### src/shared/floppy_drive_params.svh
// register offsets, field positions, reset values and timing counts
`ifndef FLOPPY_DRIVE_PARAMS_SVH
`define FLOPPY_DRIVE_PARAMS_SVH
`define FD_ADDR_DOC 12'h000
`define FD_ADDR_RATECFG 12'h004
`define FD_ADDR_RATESEL 12'h008
`define FD_ADDR_SEEK 12'h00c
`define FD_ADDR_STEPRATE 12'h010
`define FD_ADDR_WRCTL 12'h014
`define FD_ADDR_WRDATA 12'h018
`define FD_ADDR_STATUS 12'h01c
`define FD_ADDR_SIDE 12'h020
`define FD_DOC_RESET 8'h00
`define FD_DOC_QUAD_BIT 2
`define FD_DOC_ENABLE_BIT 3
`define FD_STEP_US 1
`define FD_CLK_MHZ 10
`define FD_STEP_PULSE_CYC (`FD_STEP_US * `FD_CLK_MHZ)
`define FD_DIR_SETUP_CYC 16'h000a
`define FD_STEPRATE_RESET 16'h03e8
`define FD_CELL_RESET 8'h14
`endif

### src/shared/floppy_drive_pkg.sv
// types shared by the floppy drive interface
package floppy_drive_pkg;
    typedef enum logic [3:0] {
        SEEK_IDLE = 4'b0001,
        SEEK_SETUP = 4'b0010,
        SEEK_PULSE = 4'b0100,
        SEEK_GAP = 4'b1000
    } seek_state_type;
    typedef enum logic [1:0] {
        PRECOMP_NONE = 2'h0,
        PRECOMP_ONE = 2'h1,
        PRECOMP_TWO = 2'h2,
        PRECOMP_THREE = 2'h3
    } precomp_type;
endpackage : floppy_drive_pkg

### src/shared/write_path_if.sv
// signals between the register core and the write serialiser
`timescale 1ns/1ns
interface write_path_if;
    logic gate_on;
    logic [7:0] data;
    logic [7:0] cell_cycles;
    floppy_drive_pkg::precomp_type precomp;
    logic byte_ready;
    logic byte_taken;
    logic serial_out;
    modport core (output gate_on, data, cell_cycles, precomp, byte_ready,
                  input byte_taken, serial_out);
    modport serial (input gate_on, data, cell_cycles, precomp, byte_ready,
                    output byte_taken, serial_out);
endinterface : write_path_if

### src/logic/write_serialiser.sv
// shifts write bytes out as pre-compensated pulses
`timescale 1ns/1ns
`include "floppy_drive_params.svh"
module write_serialiser (
    input wire logic i_clk,
    input wire logic i_rst,
    write_path_if.serial wp
);
    logic [7:0] shift_q;
    logic [2:0] bit_q;
    logic loaded_q;
    logic [7:0] cell_q;
    logic out_q;
    logic [7:0] fire_at;

    // pulse position in the cell moves earlier by the precomp amount
    always_comb begin
        fire_at = 8'h01 + {6'h00, wp.precomp};
    end

    // byte load and bit advance
    always_ff @(posedge i_clk or posedge i_rst) begin
        if (i_rst) begin
            shift_q <= 8'h00;
            bit_q <= 3'h0;
            loaded_q <= 1'b0;
            cell_q <= 8'h00;
        end else if (!wp.gate_on) begin
            loaded_q <= 1'b0;
            cell_q <= 8'h00;
        end else if (!loaded_q) begin
            if (wp.byte_ready) begin
                shift_q <= wp.data;
                bit_q <= 3'h7;
                loaded_q <= 1'b1;
                cell_q <= wp.cell_cycles;
            end
        end else if (cell_q == 8'h01) begin
            cell_q <= wp.cell_cycles;
            shift_q <= {shift_q[6:0], 1'b0};
            bit_q <= bit_q - 3'h1;
            if (bit_q == 3'h0) begin
                loaded_q <= 1'b0;
            end
        end else begin
            cell_q <= cell_q - 8'h01;
        end
    end

    // one clock pulse per set bit, placed by precompensation
    always_ff @(posedge i_clk or posedge i_rst) begin
        if (i_rst) begin
            out_q <= 1'b0;
        end else begin
            out_q <= wp.gate_on && loaded_q && shift_q[7] &&
                     (cell_q == fire_at);
        end
    end

    assign wp.byte_taken = wp.gate_on && !loaded_q && wp.byte_ready;
    assign wp.serial_out = out_q;
endmodule : write_serialiser

### src/logic/floppy_drive_interface.sv
// drive-side pin logic of the floppy disk controller with apb registers
// Notes on behaviour
// - density output shows high or low rate
// - direction active steps inward, inactive outward
// - drive selects decode control bits one, zero, active low
// - rate bit follows last written rate register
// - side select low accesses side one
// - motor enables active low from bits five-four
// - quad mode: selects pass bits one, zero; motor zero active on any of bits seven-four
// - step pulses at software rate during seek
// - write data precompensated, setting from software
// - write gate glitch free across power cycling
`timescale 1ns/1ns
`include "floppy_drive_params.svh"
module floppy_drive_interface (
    input wire logic i_clk,
    input wire logic i_rst,
    input wire logic i_psel,
    input wire logic i_penable,
    input wire logic i_pwrite,
    input wire logic [11:0] i_paddr,
    input wire logic [31:0] i_pwdata,
    output logic [31:0] o_prdata,
    output logic o_pready,
    output logic o_pslverr,
    input wire logic i_read_data_in,
    input wire logic i_index_in,
    input wire logic i_track_zero_in,
    input wire logic i_write_protect_in,
    input wire logic i_door_opened_in,
    input wire logic i_media_sense_in,
    output logic o_density_indicator_out,
    output logic o_drive_select_hi,
    output logic o_drive_select_lo,
    output logic o_rate_bit_out,
    output logic o_side_select_out,
    output logic o_dir_out,
    output logic o_step_out,
    output logic o_write_data_out,
    output logic o_write_gate_out,
    output logic o_motor_on_hi,
    output logic o_motor_on_lo
);
    ////////////////////////////////////////////////////////////////////////
    logic [7:0] doc_q;
    logic [1:0] rate_q;
    logic [15:0] step_period_q;
    logic [7:0] cell_q;
    floppy_drive_pkg::precomp_type precomp_q;
    logic gate_req_q;
    logic gate_q;
    logic [7:0] wbyte_q;
    logic wbyte_full_q;
    logic side_q;
    logic dir_q;
    logic [7:0] steps_left_q;
    logic [15:0] step_cnt_q;
    floppy_drive_pkg::seek_state_type seek_q;
    logic [15:0] index_count_q;
    logic step_q;
    logic wr_en;
    logic rd_en;
    logic addr_ok;
    logic seek_start;
    logic [31:0] rdata_d;

    write_path_if wp ();

    function automatic logic hit(input logic [11:0] a, input logic [11:0] r);
        hit = (a == r);
    endfunction : hit

    ////////////////////////////////////////////////////////////////////////
    // apb decode: zero wait states, unmapped addresses raise pslverr
    assign wr_en = i_psel && i_penable && i_pwrite && addr_ok;
    assign rd_en = i_psel && !i_penable && !i_pwrite;
    assign o_pready = 1'b1;
    assign o_pslverr = i_psel && i_penable && !addr_ok;
    assign seek_start = wr_en && hit(i_paddr, `FD_ADDR_SEEK);

    always_comb begin
        addr_ok = hit(i_paddr, `FD_ADDR_DOC) ||
                  hit(i_paddr, `FD_ADDR_RATECFG) ||
                  hit(i_paddr, `FD_ADDR_RATESEL) ||
                  hit(i_paddr, `FD_ADDR_SEEK) ||
                  hit(i_paddr, `FD_ADDR_STEPRATE) ||
                  hit(i_paddr, `FD_ADDR_WRCTL) ||
                  hit(i_paddr, `FD_ADDR_WRDATA) ||
                  hit(i_paddr, `FD_ADDR_STATUS) ||
                  hit(i_paddr, `FD_ADDR_SIDE);
    end

    // read multiplexer
    always_comb begin
        rdata_d = 32'h0000_0000;
        if (hit(i_paddr, `FD_ADDR_DOC)) begin
            rdata_d = {24'h000000, doc_q};
        end else if (hit(i_paddr, `FD_ADDR_RATECFG) ||
                     hit(i_paddr, `FD_ADDR_RATESEL)) begin
            rdata_d = {30'h00000000, rate_q};
        end else if (hit(i_paddr, `FD_ADDR_SEEK)) begin
            rdata_d = {23'h000000, dir_q, steps_left_q};
        end else if (hit(i_paddr, `FD_ADDR_STEPRATE)) begin
            rdata_d = {16'h0000, step_period_q};
        end else if (hit(i_paddr, `FD_ADDR_WRCTL)) begin
            rdata_d = {21'h000000, gate_req_q, precomp_q, cell_q};
        end else if (hit(i_paddr, `FD_ADDR_WRDATA)) begin
            rdata_d = {23'h000000, wbyte_full_q, wbyte_q};
        end else if (hit(i_paddr, `FD_ADDR_SIDE)) begin
            rdata_d = {31'h00000000, side_q};
        end else if (hit(i_paddr, `FD_ADDR_STATUS)) begin
            rdata_d = {index_count_q, 8'h00,
                       seek_q != floppy_drive_pkg::SEEK_IDLE,
                       i_read_data_in, i_media_sense_in,
                       i_door_opened_in, i_write_protect_in,
                       i_track_zero_in, i_index_in, gate_q};
        end
    end

    always_ff @(posedge i_clk or posedge i_rst) begin
        if (i_rst) begin
            o_prdata <= 32'h0000_0000;
        end else if (rd_en) begin
            o_prdata <= rdata_d;
        end
    end

    ////////////////////////////////////////////////////////////////////////
    // drive output control and side select
    always_ff @(posedge i_clk or posedge i_rst) begin
        if (i_rst) begin
            doc_q <= `FD_DOC_RESET;
            side_q <= 1'b0;
        end else begin
            if (wr_en && hit(i_paddr, `FD_ADDR_DOC)) begin
                doc_q <= i_pwdata[7:0];
            end
            if (wr_en && hit(i_paddr, `FD_ADDR_SIDE)) begin
                side_q <= i_pwdata[0];
            end
        end
    end

    // both rate registers write one shared copy, so the last write wins
    always_ff @(posedge i_clk or posedge i_rst) begin
        if (i_rst) begin
            rate_q <= 2'h2;
        end else if (wr_en && (hit(i_paddr, `FD_ADDR_RATECFG) ||
                               hit(i_paddr, `FD_ADDR_RATESEL))) begin
            rate_q <= i_pwdata[1:0];
        end
    end

    ////////////////////////////////////////////////////////////////////////
    // pin drive: selects, motors, rate, density, side
    always_comb begin
        if (doc_q[`FD_DOC_QUAD_BIT]) begin
            o_drive_select_lo = doc_q[0];
            o_drive_select_hi = doc_q[1];
            o_motor_on_lo = !(|doc_q[7:4]);
            o_motor_on_hi = 1'b1;
        end else begin
            o_drive_select_lo = !(doc_q[1:0] == 2'h0);
            o_drive_select_hi = !(doc_q[1:0] == 2'h1);
            o_motor_on_lo = !doc_q[4];
            o_motor_on_hi = !doc_q[5];
        end
    end
    // rates 00 500k, 11 1m/2m high; 01 300k, 10 250k low
    assign o_density_indicator_out = (rate_q == 2'h0) ||
                                     (rate_q == 2'h3);
    assign o_rate_bit_out = rate_q[0];
    assign o_side_select_out = !side_q;

    ////////////////////////////////////////////////////////////////////////
    // step rate setting
    always_ff @(posedge i_clk or posedge i_rst) begin
        if (i_rst) begin
            step_period_q <= `FD_STEPRATE_RESET;
        end else if (wr_en && hit(i_paddr, `FD_ADDR_STEPRATE)) begin
            step_period_q <= i_pwdata[15:0];
        end
    end

    // seek sequencer: direction set, settle, then pulses at the set rate
    always_ff @(posedge i_clk or posedge i_rst) begin
        if (i_rst) begin
            seek_q <= floppy_drive_pkg::SEEK_IDLE;
            dir_q <= 1'b0;
            steps_left_q <= 8'h00;
            step_cnt_q <= 16'h0000;
            step_q <= 1'b0;
        end else begin
            unique case (seek_q)
                floppy_drive_pkg::SEEK_IDLE: begin
                    step_q <= 1'b0;
                    if (seek_start && i_pwdata[7:0] != 8'h00) begin
                        dir_q <= i_pwdata[8];
                        steps_left_q <= i_pwdata[7:0];
                        step_cnt_q <= `FD_DIR_SETUP_CYC;
                        seek_q <= floppy_drive_pkg::SEEK_SETUP;
                    end
                end
                floppy_drive_pkg::SEEK_SETUP: begin
                    if (step_cnt_q <= 16'h0001) begin
                        step_q <= 1'b1;
                        step_cnt_q <= 16'(`FD_STEP_PULSE_CYC);
                        seek_q <= floppy_drive_pkg::SEEK_PULSE;
                    end else begin
                        step_cnt_q <= step_cnt_q - 16'h0001;
                    end
                end
                floppy_drive_pkg::SEEK_PULSE: begin
                    if (step_cnt_q <= 16'h0001) begin
                        step_q <= 1'b0;
                        steps_left_q <= steps_left_q - 8'h01;
                        step_cnt_q <= step_period_q;
                        seek_q <= (steps_left_q == 8'h01) ?
                                  floppy_drive_pkg::SEEK_IDLE :
                                  floppy_drive_pkg::SEEK_GAP;
                    end else begin
                        step_cnt_q <= step_cnt_q - 16'h0001;
                    end
                end
                floppy_drive_pkg::SEEK_GAP: begin
                    if (step_cnt_q <= 16'h0001) begin
                        step_q <= 1'b1;
                        step_cnt_q <= 16'(`FD_STEP_PULSE_CYC);
                        seek_q <= floppy_drive_pkg::SEEK_PULSE;
                    end else begin
                        step_cnt_q <= step_cnt_q - 16'h0001;
                    end
                end
            endcase
        end
    end
    assign o_dir_out = dir_q;
    assign o_step_out = step_q;

    ////////////////////////////////////////////////////////////////////////
    // index counter shows the drive turning
    logic index_d1_q;
    always_ff @(posedge i_clk or posedge i_rst) begin
        if (i_rst) begin
            index_d1_q <= 1'b0;
            index_count_q <= 16'h0000;
        end else begin
            index_d1_q <= i_index_in;
            if (i_index_in && !index_d1_q) begin
                index_count_q <= index_count_q + 16'h0001;
            end
        end
    end

    ////////////////////////////////////////////////////////////////////////
    // write control and byte holding register
    always_ff @(posedge i_clk or posedge i_rst) begin
        if (i_rst) begin
            cell_q <= `FD_CELL_RESET;
            precomp_q <= floppy_drive_pkg::PRECOMP_NONE;
            gate_req_q <= 1'b0;
        end else if (wr_en && hit(i_paddr, `FD_ADDR_WRCTL)) begin
            cell_q <= i_pwdata[7:0];
            precomp_q <= floppy_drive_pkg::precomp_type'(i_pwdata[9:8]);
            gate_req_q <= i_pwdata[10];
        end
    end

    // a software write wins over a serialiser take in the same cycle
    always_ff @(posedge i_clk or posedge i_rst) begin
        if (i_rst) begin
            wbyte_q <= 8'h00;
            wbyte_full_q <= 1'b0;
        end else if (wr_en && hit(i_paddr, `FD_ADDR_WRDATA)) begin
            wbyte_q <= i_pwdata[7:0];
            wbyte_full_q <= 1'b1;
        end else if (wp.byte_taken) begin
            wbyte_full_q <= 1'b0;
        end
    end

    // gate only from a flop cleared by reset, needs request, enable bit and no write protect
    always_ff @(posedge i_clk or posedge i_rst) begin
        if (i_rst) begin
            gate_q <= 1'b0;
        end else begin
            gate_q <= gate_req_q && doc_q[`FD_DOC_ENABLE_BIT] &&
                      !i_write_protect_in;
        end
    end
    assign o_write_gate_out = gate_q;

    assign wp.gate_on = gate_q;
    assign wp.data = wbyte_q;
    assign wp.cell_cycles = cell_q;
    assign wp.precomp = precomp_q;
    assign wp.byte_ready = wbyte_full_q;
    assign o_write_data_out = wp.serial_out;

    write_serialiser u_ser (
        .i_clk(i_clk),
        .i_rst(i_rst),
        .wp(wp.serial)
    );
endmodule : floppy_drive_interface

### config.mk
export PLATFORM = sky130hd
export DESIGN_NAME = floppy_drive_interface
export DESIGN_NICKNAME = d
export VERILOG_FILES = /design/src/shared/floppy_drive_pkg.sv /design/src/shared/write_path_if.sv /design/src/logic/write_serialiser.sv /design/src/logic/floppy_drive_interface.sv
export VERILOG_INCLUDE_DIRS = /design/src /design/src/shared
export SDC_FILE = /design/constraint.sdc
export NUM_CORES = 1
export LEC_CHECK = 0
export ABC_CLOCK_PERIOD_IN_PS = 5700
export BUFFER_PORTS_ARGS = -buffer_cell sky130_fd_sc_hd__buf_2
export CORE_UTILIZATION = 58
export CTS_CLUSTER_SIZE = 14
export DETAILED_ROUTE_END_ITERATION = 12
export MAX_ROUTING_LAYER = met4
export PLACE_DENSITY = 0.89
export SLEW_MARGIN = 20
export SYNTH_ARGS = -nofsm -noshare
export SYNTH_HDL_FRONTEND = slang
export SYNTH_SLANG_ARGS = --single-unit
### constraint.sdc
create_clock -name i_clk -period 5.7 [get_ports i_clk]
set_input_delay 0.855 -clock i_clk [delete_from_list [all_inputs] [get_ports i_clk]]
set_output_delay 0.855 -clock i_clk [all_outputs]
set_load 0.01 [all_outputs]
* After elaboration in Yosys (flattened, before gate mapping)
Index checks and enable logic that the tools add are counted.
Storage, ports and cells: flip-flop bits (word level) 148, output and inout bits 45
Operators by class: $add $sub $neg 6, magnitude comparators 1, equality and inequality tests 23, muxes and demuxes 44, reduce and logical (&&, ||, !) cells 59
Operators with widths (count):
- two-way mux 32 bit | 8
- two-way mux 8 bit | 9
- equality test 12 x 5 -> 1 bit (second input constant) | 4
- two-way mux 16 bit | 3
- one-hot mux 16 bit (3 select lines) | 1
- equality test 12 x 4 -> 1 bit (second input constant) | 2
- logical AND 1 bit | 22
- adder 16 x 1 -> 16 bit (second input constant) | 1
- equality test 8 x 1 -> 1 bit (second input constant) | 2
- less-or-equal comparator 16 x 1 -> 1 bit (second input constant) | 1
- two-way mux 4 bit | 4
- one-hot mux 8 bit (2 select lines) | 1
- subtractor 16 x 1 -> 16 bit (second input constant) | 1
- subtractor 8 x 1 -> 8 bit (second input constant) | 2
- two-way mux 1 bit | 13
- equality test 12 x 3 -> 1 bit (second input constant) | 1
- equality test 12 x 6 -> 1 bit (second input constant) | 1
- zero test 1 bit | 12
- zero test 12 bit | 1
- one-hot mux 4 bit (3 select lines) | 1
- logical OR 1 bit | 10
- two-way mux 3 bit | 3
- AND reduction 3 bit | 3
- equality test 8 bit | 1
- 20 further kinds | 26

* Logic depth before layout (Yosys ltp)
Gate-level depths: netlist (run 1).
depth after elaboration 14, mapped depth 9

* Modules after synthesis
Synthesis (run 1) repeated with hierarchy kept, for this count alone.
Second synthesis, totals: cells, all modules 744, area total of the unflattened synthesis 7692.4 um2
By module, submodules not included:
- floppy_drive_interface | instances 1, cells each 606, area an instance 6407.4 um2, seq. area each 3190.6 um2
- write_serialiser | instances 1, cells each 138, area an instance 1285.0 um2, seq. area each 525.5 um2

* Worst setup path before layout (run 1)
OpenSTA, ideal clock, no wires.
path kind input port to flip-flop, start point input port i_paddr[6], end point register step_period_q[0], setup time 0.128 ns, arrival 2.720 ns, required time 5.572 ns, path slack 2.853 ns, stages on the path 6, path through or4_1 nor4_2 and2_1 buf_4 buf_4 mux2_1
Between the ends: cells in the longest elaborated chain, start to end 11, elaborated cells between the ends (all ways) 19, classes of those cells eq/ne: 8; reduce/logical: 11
Ends and longest elaborated chain:
- start, declared | line floppy_drive_interface.sv:21 | input wire logic [11:0] i_paddr,
- equality test 12 x 3 -> 1 bit / zero test 12 bit (equally long branches) | line floppy_drive_interface.sv:70 | hit = (a == r);
- logical OR 1 bit (8 in a row) | line floppy_drive_interface.sv:82 | addr_ok = hit(i_paddr, `FD_ADDR_DOC) ||
- logical AND 1 bit | line floppy_drive_interface.sv:75 | assign wr_en = i_psel && i_penable && i_pwrite && addr_ok;
- logical AND 1 bit * | line floppy_drive_interface.sv:180 | end else if (wr_en && hit(i_paddr, `FD_ADDR_STEPRATE)) begin
- end signal, assigned | line floppy_drive_interface.sv:179 | step_period_q <= `FD_STEPRATE_RESET;
- end signal, assigned | line floppy_drive_interface.sv:181 | step_period_q <= i_pwdata[15:0];
- end, declared | line floppy_drive_interface.sv:47 | logic [15:0] step_period_q;
Every way passes the cells marked *; elsewhere a longest branch is shown, timed or not. A chain may end at the register's enable or synchronous reset.

* Worst setup path in the final report (run 1)
start point input port i_paddr[6], end point output port o_pslverr
Between the ends: cells in the longest elaborated chain, start to end 11, elaborated cells between the ends (all ways) 19, classes of those cells eq/ne: 8; reduce/logical: 11
Ends and longest elaborated chain:
- equality test 12 x 3 -> 1 bit / zero test 12 bit (equally long branches) | line floppy_drive_interface.sv:70
- logical OR 1 bit (7 in a row) | line floppy_drive_interface.sv:82
- logical OR 1 bit * | line floppy_drive_interface.sv:82
- zero test 1 bit * | line floppy_drive_interface.sv:78 | assign o_pslverr = i_psel && i_penable && !addr_ok;
- logical AND 1 bit * | line floppy_drive_interface.sv:78
- end, declared | line floppy_drive_interface.sv:25 | output logic o_pslverr,
Marked as above.

==> qor.csv, run 1 <==
stage,metric,value,unit
logic_synthesis,count of different cell masters after synthesis,76,
placed_design,Placed Area,7950,sq um
die,die area,13300,sq um
cts,hold-fix buffers at CTS,0,
timing,worst slew pin tran,1.06,ns
layout,Nets,847,
power_and_ir_drop,Switching Power,0.864,mW
logic_synthesis,simple-gate share of the synthesized area,0.158,
power_and_ir_drop,sequential share of power,0.424,
job,MaxCap Viol Count,0,
timing,Max Fclk,337,MHz
die,Ports,100,
layout,post-layout util,0.699,
timing,Setup TNS,0,ns
drt,Routed WL,19.8,mm
die,core footprint,12300,sq um
cts,"Clk pin slew, worst setup/hold paths",0.06,ns
status,status,finished clean,
power_and_ir_drop,Pint,2.05,mW
power_and_ir_drop,VDD IR-drop max,210,uV
logic_synthesis,syn avg cell area,10.5,sq um
layout,final instance area,8580,sq um
global_route,first-pass GRT wire length,31.9,mm
global_route,largest net degree at the start of global routing,105,
logic_synthesis,Syn. warnings,0,
power_and_ir_drop,combinational power share,0.181,
power_and_ir_drop,leakage,3.99,nW
global_route,total global routing track utilization,0.328,
layout,Ant. Diodes,0,
cts,Clock Sinks,148,
timing,Setup WS post-layout,2.73,ns
critical_path,critical path launch point type,primary input,
logic_synthesis,"EDFF count, synth",0,
logic_synthesis,multiplexer area fraction after synthesis,0.0846,
timing,clock skew,0.00965,ns
drt,Routed Antenna Nets,0,
drt,Vias/cell,6.57,
timing,Setup Viol. Count Final,0,
cts,Post-CTS Repair Setup Buffers,0,
global_route,total gr overflow,0,
timing,RSZ-0062 raised after global routing,false,
cts,CTS Root Cell,clkbuf_16,
logic_synthesis,Post-synth top flop,dfrtp_1,
timing,post-layout min period,2.97,ns
placed_design,Place WS,2.34,ns
critical_path,Setup CP Type,primary input to output pin,
critical_path,CP max FO,4,
logic_synthesis,register bit total from synthesis,148,
placed_design,DPL Wire Length,13.6,mm
logic_synthesis,post-synth net total,772,
timing,Final period util,0.521,
critical_path,Worst setup endpoint,o_pslverr,
power_and_ir_drop,pwr/cell area,339,nW/um^2
layout,share of cells above drive strength 1,0.229,
die,die width,115,um
critical_path,r2r setup slk,2.99,ns
die,Core Rows,40,
timing,Slew HR,0.286,
hold_path,Min-Delay Path Class,register to register,
cts,Clock Latency Late Sink,0.43,ns
critical_path,reg2reg path depth,5,
logic_synthesis,synthesized area,7420,sq um
drt,DRC violations left,0,
die,Starting Density,0.605,
hold_path,worst hold stages,2,
power_and_ir_drop,Power Total,2.91,mW
cts,CTS tree,done,
placed_design,routability congestion estimate,0.905,
drt,Iter 0 DRT Violations,748,
layout,most frequent cells in the layout,"dfrtp_1, buf_2, nand2_1",
drt,routed len/inst,20.6,um
logic_synthesis,Synth Area in Adders,0.0169,
logic_synthesis,Post-Syn Instances,707,
critical_path,Critical Path Start,i_paddr[6],
global_route,antenna violations before repair,0,
placed_design,port bufs,82,
critical_path,Worst EP arrival,2.12,ns
cts,Max Root-Sink Buffers,2,
drt,drt pass-1 iters,5,
critical_path,Worst R2R Start,step_cnt_q[10],
die,Die H,115,um
timing,"Slew Viols, Final",0,
drt,via count,6325,
cts,CTS Buf Count,17,
cts,Resized cells post-CTS,0,
cts,H-Tree Depth,4,
logic_synthesis,register area share after synthesis,0.501,
power_and_ir_drop,Clk network pwr share,0.396,
layout,"commonest non-fill, non-tap cell in the layout",dfrtp_1,
logic_synthesis,XOR/XNOR Fraction of Synth Area,0.0271,
logic_synthesis,asr flop ratio synth,1.00,
layout,area grow syn2layout,15.6,%
timing,Final Hold Viols,0,
logic_synthesis,post-synthesis compound-gate area fraction,0.177,
logic_synthesis,largest family of logic cells by synthesized area,compound AO/OA/AOI/OAI gates,
critical_path,Crit path required time,4.85,ns
hold_path,hold path start,o_prdata[13],
critical_path,Worst Setup End Kind,output pin,
critical_path,r2r endpoint,steps_left_q[1],
layout,fillcell total,866,
power_and_ir_drop,Net Sw Frac,0.297,
global_route,vias in the first global route,6210,
==> worst max-delay path: stages <==
cell and delay [ns]:
buf_2 0.10, or4_1 0.59, nor2_1 0.30, a21oi_1 0.11, buf_2 0.15
==> layout make-up <==
class / count / area [sq um] / area share
clock buffers: 20 / 457 / 0.0533
clock inverters: 12 / 154 / 0.0179
inverters: 27 / 106 / 0.0124
multi-input cells: 498 / 3460 / 0.404
flip-flops and latches: 148 / 3720 / 0.433
well taps: 168 / 210 / 0.0245
repair buffers: 90 / 470 / 0.0549
==> sequential cells by signal, summed over array words and instances (netlist names), 3 cells and up <==
| signal | count |
|---|---|
| steps_left_q | 8 |
| step_period_q | 16 |
| step_cnt_q | 16 |
| o_prdata | 32 |
| cell_q | 8 |
| index_count_q | 16 |
| u_ser.shift_q | 8 |
| u_ser.cell_q | 8 |
| doc_q | 8 |
| wbyte_q | 8 |
| seek_q | 4 |
| u_ser.bit_q | 3 |
==> logic make-up (layout without fill, tap and decap cells) <==
| family | Yosys count | count (layout) |
|---|---|---|
| xor gates and xnor gates | 23 | 23 |
| AOI/OAI and AO/OA | 187 | 187 |
| adders and majority gates | 10 | 10 |
| buffers and inverters | 61 | 149 |
| other | 1 | 1 |
| DFF | 148 | 148 |
| muxes | 56 | 56 |
| and+or+nand+nor | 221 | 221 |
==> worst min-delay path by stage <==
stage / to
floorplan: index_count_q[15]
global placement: o_prdata[13]
detailed placement: o_prdata[14]
CTS: o_prdata[13]
global route: o_prdata[21]
finish: o_prdata[13]
==> layer usage <==
layer,global-route usage,wire (um)
met1,0.420,8320
met2,0.500,9470
met3,0.0785,1440
met4,0.140,587
met5,-,0
==> stage by stage <==
stage / cells / hold WS (ns)
floorplan: 707 / 0.446
global placement: 931 / 0.451
detailed placement: 931 / 0.462
CTS: 963 / 0.477
global route: 963 / 0.511
finish: 963 / 0.475
==> cell usage after synthesis, types with 7 or more instances <==
cell type    n  area share
dfrtp_1    138        0.47
nand2_1     72       0.036
o21ai_0     35       0.024
mux2_2      33       0.050
a21oi_1     32       0.022
nor2_1      32       0.016
inv_1       27       0.014
a22o_1      24       0.028
clkbuf_1    22       0.011
nand3_1     18       0.012
xnor2_1     18       0.021
nor3_1      17       0.011
nor4_1      14       0.012
o21ai_1     14      0.0094
mux2_1      11       0.017
mux2i_1     11       0.015
a22oi_1     10       0.010
dfstp_2     10       0.035
ha_1        10       0.017
or3_1       10      0.0084
a222oi_1     9       0.012
a221o_1      7      0.0094
nand2b_1     7      0.0059
nor2b_1      7      0.0059
==> power groups by stage <==
| stage | registers, mW | clock network, mW | logic, mW |
|---|---|---|---|
| finish | 1.23 | 1.15 | 0.525 |
| CTS | 1.23 | 1.16 | 0.519 |
| detailed placement | 1.25 | 0 | 0.511 |
| floorplan | 1.22 | 0 | 0.415 |
| global placement | 1.24 | 0 | 0.496 |
| global route | 1.24 | 1.20 | 0.586 |
(Power assumes the default switching activity.)
==> inputs of run 2 (changes only) <==
--- a/config.mk
+++ b/config.mk
@@ -6,13 +6,14 @@
 export SDC_FILE = /design/constraint.sdc
 export NUM_CORES = 1
 export LEC_CHECK = 0
-export ABC_CLOCK_PERIOD_IN_PS = 5700
+export ABC_AREA = 1
+export ABC_CLOCK_PERIOD_IN_PS = 2400
 export BUFFER_PORTS_ARGS = -buffer_cell sky130_fd_sc_hd__buf_2
-export CORE_UTILIZATION = 58
+export CORE_UTILIZATION = 53
 export CTS_CLUSTER_SIZE = 14
 export DETAILED_ROUTE_END_ITERATION = 12
 export MAX_ROUTING_LAYER = met4
-export PLACE_DENSITY = 0.89
+export PLACE_DENSITY = 0.86
 export SLEW_MARGIN = 20
 export SYNTH_ARGS = -nofsm -noshare
 export SYNTH_HDL_FRONTEND = slang
==> constraint.sdc (replaced) <==
create_clock -name i_clk -period 2.4 [get_ports i_clk]
set_input_delay 0.36 -clock i_clk [delete_from_list [all_inputs] [get_ports i_clk]]
set_output_delay 0.36 -clock i_clk [all_outputs]
set_load 0.01 [all_outputs]
==> run 2 against run 1 <==
Compared with the run above: core utilization shrank 7.5 points; largest power group unchanged; highest routed layer unchanged; register-to-register slack lost 2.8 ns; sequential share of layout area shrank 2.2 points; flip-flop and latch count is the same; critical path type is now register to register.
==> qor.csv, run 2 <==
stage,metric,value,unit,change
timing,post-layout min period,2.17,ns,
power_and_ir_drop,Pint,4.63,mW,+130%
logic_synthesis,register area share after synthesis,0.475,,-0.0262
layout,Multi-input gate area,3460,sq um,about the same
critical_path,number of cells on the critical path,10,,+5
die,core footprint,14500,sq um,+18%
drt,DRC violations left,0,,unchanged
power_and_ir_drop,VDD IR-drop max,627,uV,+200%
cts,CTS Buf Count,17,,unchanged
cts,"Clk pin slew, worst setup/hold paths",0.06,ns,about the same
critical_path,Worst setup endpoint,steps_left_q[5],,
power_and_ir_drop,combinational power share,0.202,,+0.021
power_and_ir_drop,Clk network pwr share,0.365,,-0.031
critical_path,Critical Path Start,step_cnt_q[0],,
die,die area,15300,sq um,+15%
critical_path,Worst Setup End Kind,register,,
timing,Setup TNS,0,ns,unchanged
logic_synthesis,Post-synth top flop,dfrtp_1,,
timing,Final period util,0.903,,
power_and_ir_drop,Power Total,6.93,mW,+140%
layout,"commonest non-fill, non-tap cell in the layout",nand2_1,,
drt,Routed Antenna Nets,0,,unchanged
placed_design,Place WS,0.0714,ns,-2.27 ns
layout,fillcell total,1164,,+34%
global_route,first-pass GRT wire length,32.5,mm,+1.8%
die,Starting Density,0.541,,-0.0644
timing,Final Hold Viols,0,,unchanged
critical_path,r2r endpoint,steps_left_q[5],,
critical_path,Worst R2R Start,step_cnt_q[0],,
cts,Max Root-Sink Buffers,2,,unchanged
cts,CTS tree,done,,
global_route,total gr overflow,0,,unchanged
die,Ports,100,,unchanged
critical_path,"Largest stage delay, worst path",0.41,ns,-0.18 ns
logic_synthesis,Post-Syn Instances,950,,+34%
global_route,antenna violations before repair,0,,unchanged
job,MaxCap Viol Count,0,,unchanged
layout,most frequent cells in the layout,"nand2_1, dfrtp_1, inv_1",,
status,status,finished clean,,
critical_path,crit-path most repeated cell,nand2_1,,
logic_synthesis,"count leader, synth",nand2_1,,
critical_path,Setup CP Type,register to register,,
logic_synthesis,post-synth top area share,0.441,,-0.0243
critical_path,"CP delay by family, top",simple AND/OR/NAND/NOR gates,,
drt,drt pass-1 iters,5,,unchanged
drt,Iter 0 DRT Violations,622,,-17%
die,Core Rows,44,,+10%
power_and_ir_drop,Net Sw Frac,0.331,,+0.0347
cts,H-Tree Depth,4,,unchanged
cts,CTS Root Cell,clkbuf_16,,
timing,Setup WS post-layout,0.232,ns,-2.50 ns
logic_synthesis,"EDFF count, synth",0,,unchanged
hold_path,Min-Delay Path Class,primary input to register,,
layout,area grow syn2layout,15.4,%,
power_and_ir_drop,leakage,4.56,nW,+14%
drt,routed len/inst,15.9,um,-23%
layout,Nets,1110,,+31%
power_and_ir_drop,sequential share of power,0.433,,+0.009
cts,Clock Sinks,148,,unchanged
global_route,total global routing track utilization,0.290,,-0.0376
cts,Clock Latency Late Sink,0.42,ns,about the same
die,die width,124,um,+7.3%
timing,Max Fclk,461,MHz,
logic_synthesis,count of different cell masters after synthesis,53,,-30%
placed_design,routability congestion estimate,0.954,,+5.3%
logic_synthesis,Syn. warnings,0,,unchanged
logic_synthesis,synth top area cells,"dfrtp_1, nand2_1, inv_1, o21ai_0, nand3_1",,
logic_synthesis,asr flop ratio synth,1.00,,unchanged
drt,via count,6867,,+8.6%
timing,"Slew Viols, Final",0,,unchanged
placed_design,DPL Wire Length,14.3,mm,+5.3%
cts,Post-CTS Repair Setup Buffers,0,,unchanged
global_route,vias in the first global route,6419,,+3.4%
power_and_ir_drop,Switching Power,2.30,mW,+170%
critical_path,Crit path required time,2.70,ns,-2.15 ns
logic_synthesis,Synth area leader,dfrtp_1,,
drt,Routed WL,19.8,mm,-0.33%
critical_path,critical path launch point type,register,,
timing,clock skew,0.0108,ns,+0.00111 ns
layout,Ant. Diodes,0,,unchanged
critical_path,r2r setup slk,0.23,ns,-2.76 ns
power_and_ir_drop,pwr/cell area,767,nW/um^2,+130%
timing,Setup Viol. Count Final,0,,unchanged
logic_synthesis,synthesized area,7830,sq um,+5.5%
logic_synthesis,post-synth net total,1015,,+31%
die,Die H,124,um,+7.3%
logic_synthesis,register bit total from synthesis,148,,unchanged
layout,register bank with the most flops,o_prdata,,
critical_path,reg2reg path depth,10,,+5
drt,Vias/cell,5.53,,-16%
critical_path,Worst path slowest cell,dfrtp_1,,
critical_path,Worst EP arrival,2.47,ns,+0.35 ns
layout,max reg flops,32,,unchanged
global_route,largest net degree at the start of global routing,69,,-34%
critical_path,CP max FO,11,,+7
placed_design,port bufs,82,,unchanged
logic_synthesis,top post-synthesis cells by count,"nand2_1, dfrtp_1, inv_1",,
critical_path,"Buf+Inv Stages, Crit Path",1,,-1
critical_path,crit-path cells,inv_1 > ha_1 > nand2_1 > a21oi_1 > nand2_1 > nand2_1 > o21a_2 > nand2_2 > nand2_1 > o21ai_1,,
layout,Sequential Area,3720,sq um,unchanged
timing,RSZ-0062 raised after global routing,false,,
logic_synthesis,syn avg cell area,8.24,sq um,-21%
layout,share of cells above drive strength 1,0.204,,-0.0248
-- run 2: area by class of cell --
class,instances,share of cell area
Tap cell,184,0.0255
Clock inverter,11,0.00997
Multi-Input combinational cell,650,0.383
Clock buffer,21,0.0521
Inverter,129,0.0551
Sequential cell,148,0.411
Timing Repair Buffer,99,0.0626
-- run 2: power by group through the flow --
| stage | registers (mW) | logic (mW) | clock network (mW) |
|---|---|---|---|
| floorplan | 2.96 | 1.00 | 0 |
| global placement | 3.01 | 1.31 | 0 |
| detailed placement | 3.02 | 1.37 | 0 |
| CTS | 2.99 | 1.38 | 2.54 |
| global route | 3.02 | 1.60 | 2.65 |
| finish | 3.00 | 1.40 | 2.53 |
-- run 2: what timing repair did --
item | in CTS | in global routing
gates resized for setup | 0 | 2
hold endpoints to repair | 9 | 0
endpoints found under the setup margin | 0 | 8
hold buffers | 1 | 0
-- run 2: worst min-delay path by stage --
stage,end,slack [ns],start,cells after the start
after global placement,u_ser.shift_q[0],0.35,i_rst,2
final,index_d1_q,0.09,i_index_in,1
after CTS,index_d1_q,0.08,i_index_in,1
after detailed placement,u_ser.shift_q[0],0.35,i_rst,2
after global routing,index_d1_q,0.08,i_index_in,1
after floorplan,index_d1_q,0.39,i_index_in,0
-- run 2: cell families after synthesis --
| group | count (synthesis) | synth area share |
|---|---|---|
| flops | 148 | 0.475 |
| other cells | 1 | 0.000479 |
| compound gates | 163 | 0.132 |
| buf+inv | 152 | 0.0842 |
| xor+xnor | 36 | 0.0403 |
| fa+ha+maj | 10 | 0.0160 |
| simple gates | 440 | 0.252 |
-- run 2: per-layer routing --
layer | part of all wire | up-vias | global-route usage
li1 | - | 3284 | -
met1 | 0.43 | 3257 | 0.390
met2 | 0.47 | 288 | 0.436
met3 | 0.076 | 38 | 0.0586
met4 | 0.025 | 0 | 0.104
met5 | 0 | - | -
-- run 2: per-stage QoR --
stage / area (sq um) / utilization / std cells / hold WS (ns)
2_1_floorplan: 7830 / - / 950 / 0.391
3_3_place_gp: 8460 / 0.584 / 1209 / 0.346
6_report: 9030 / 0.624 / 1242 / 0.0878
5_1_grt: 9030 / 0.624 / 1242 / 0.0805
4_1_cts: 9030 / 0.624 / 1242 / 0.0772
3_5_place_dp: 8460 / 0.584 / 1209 / 0.347
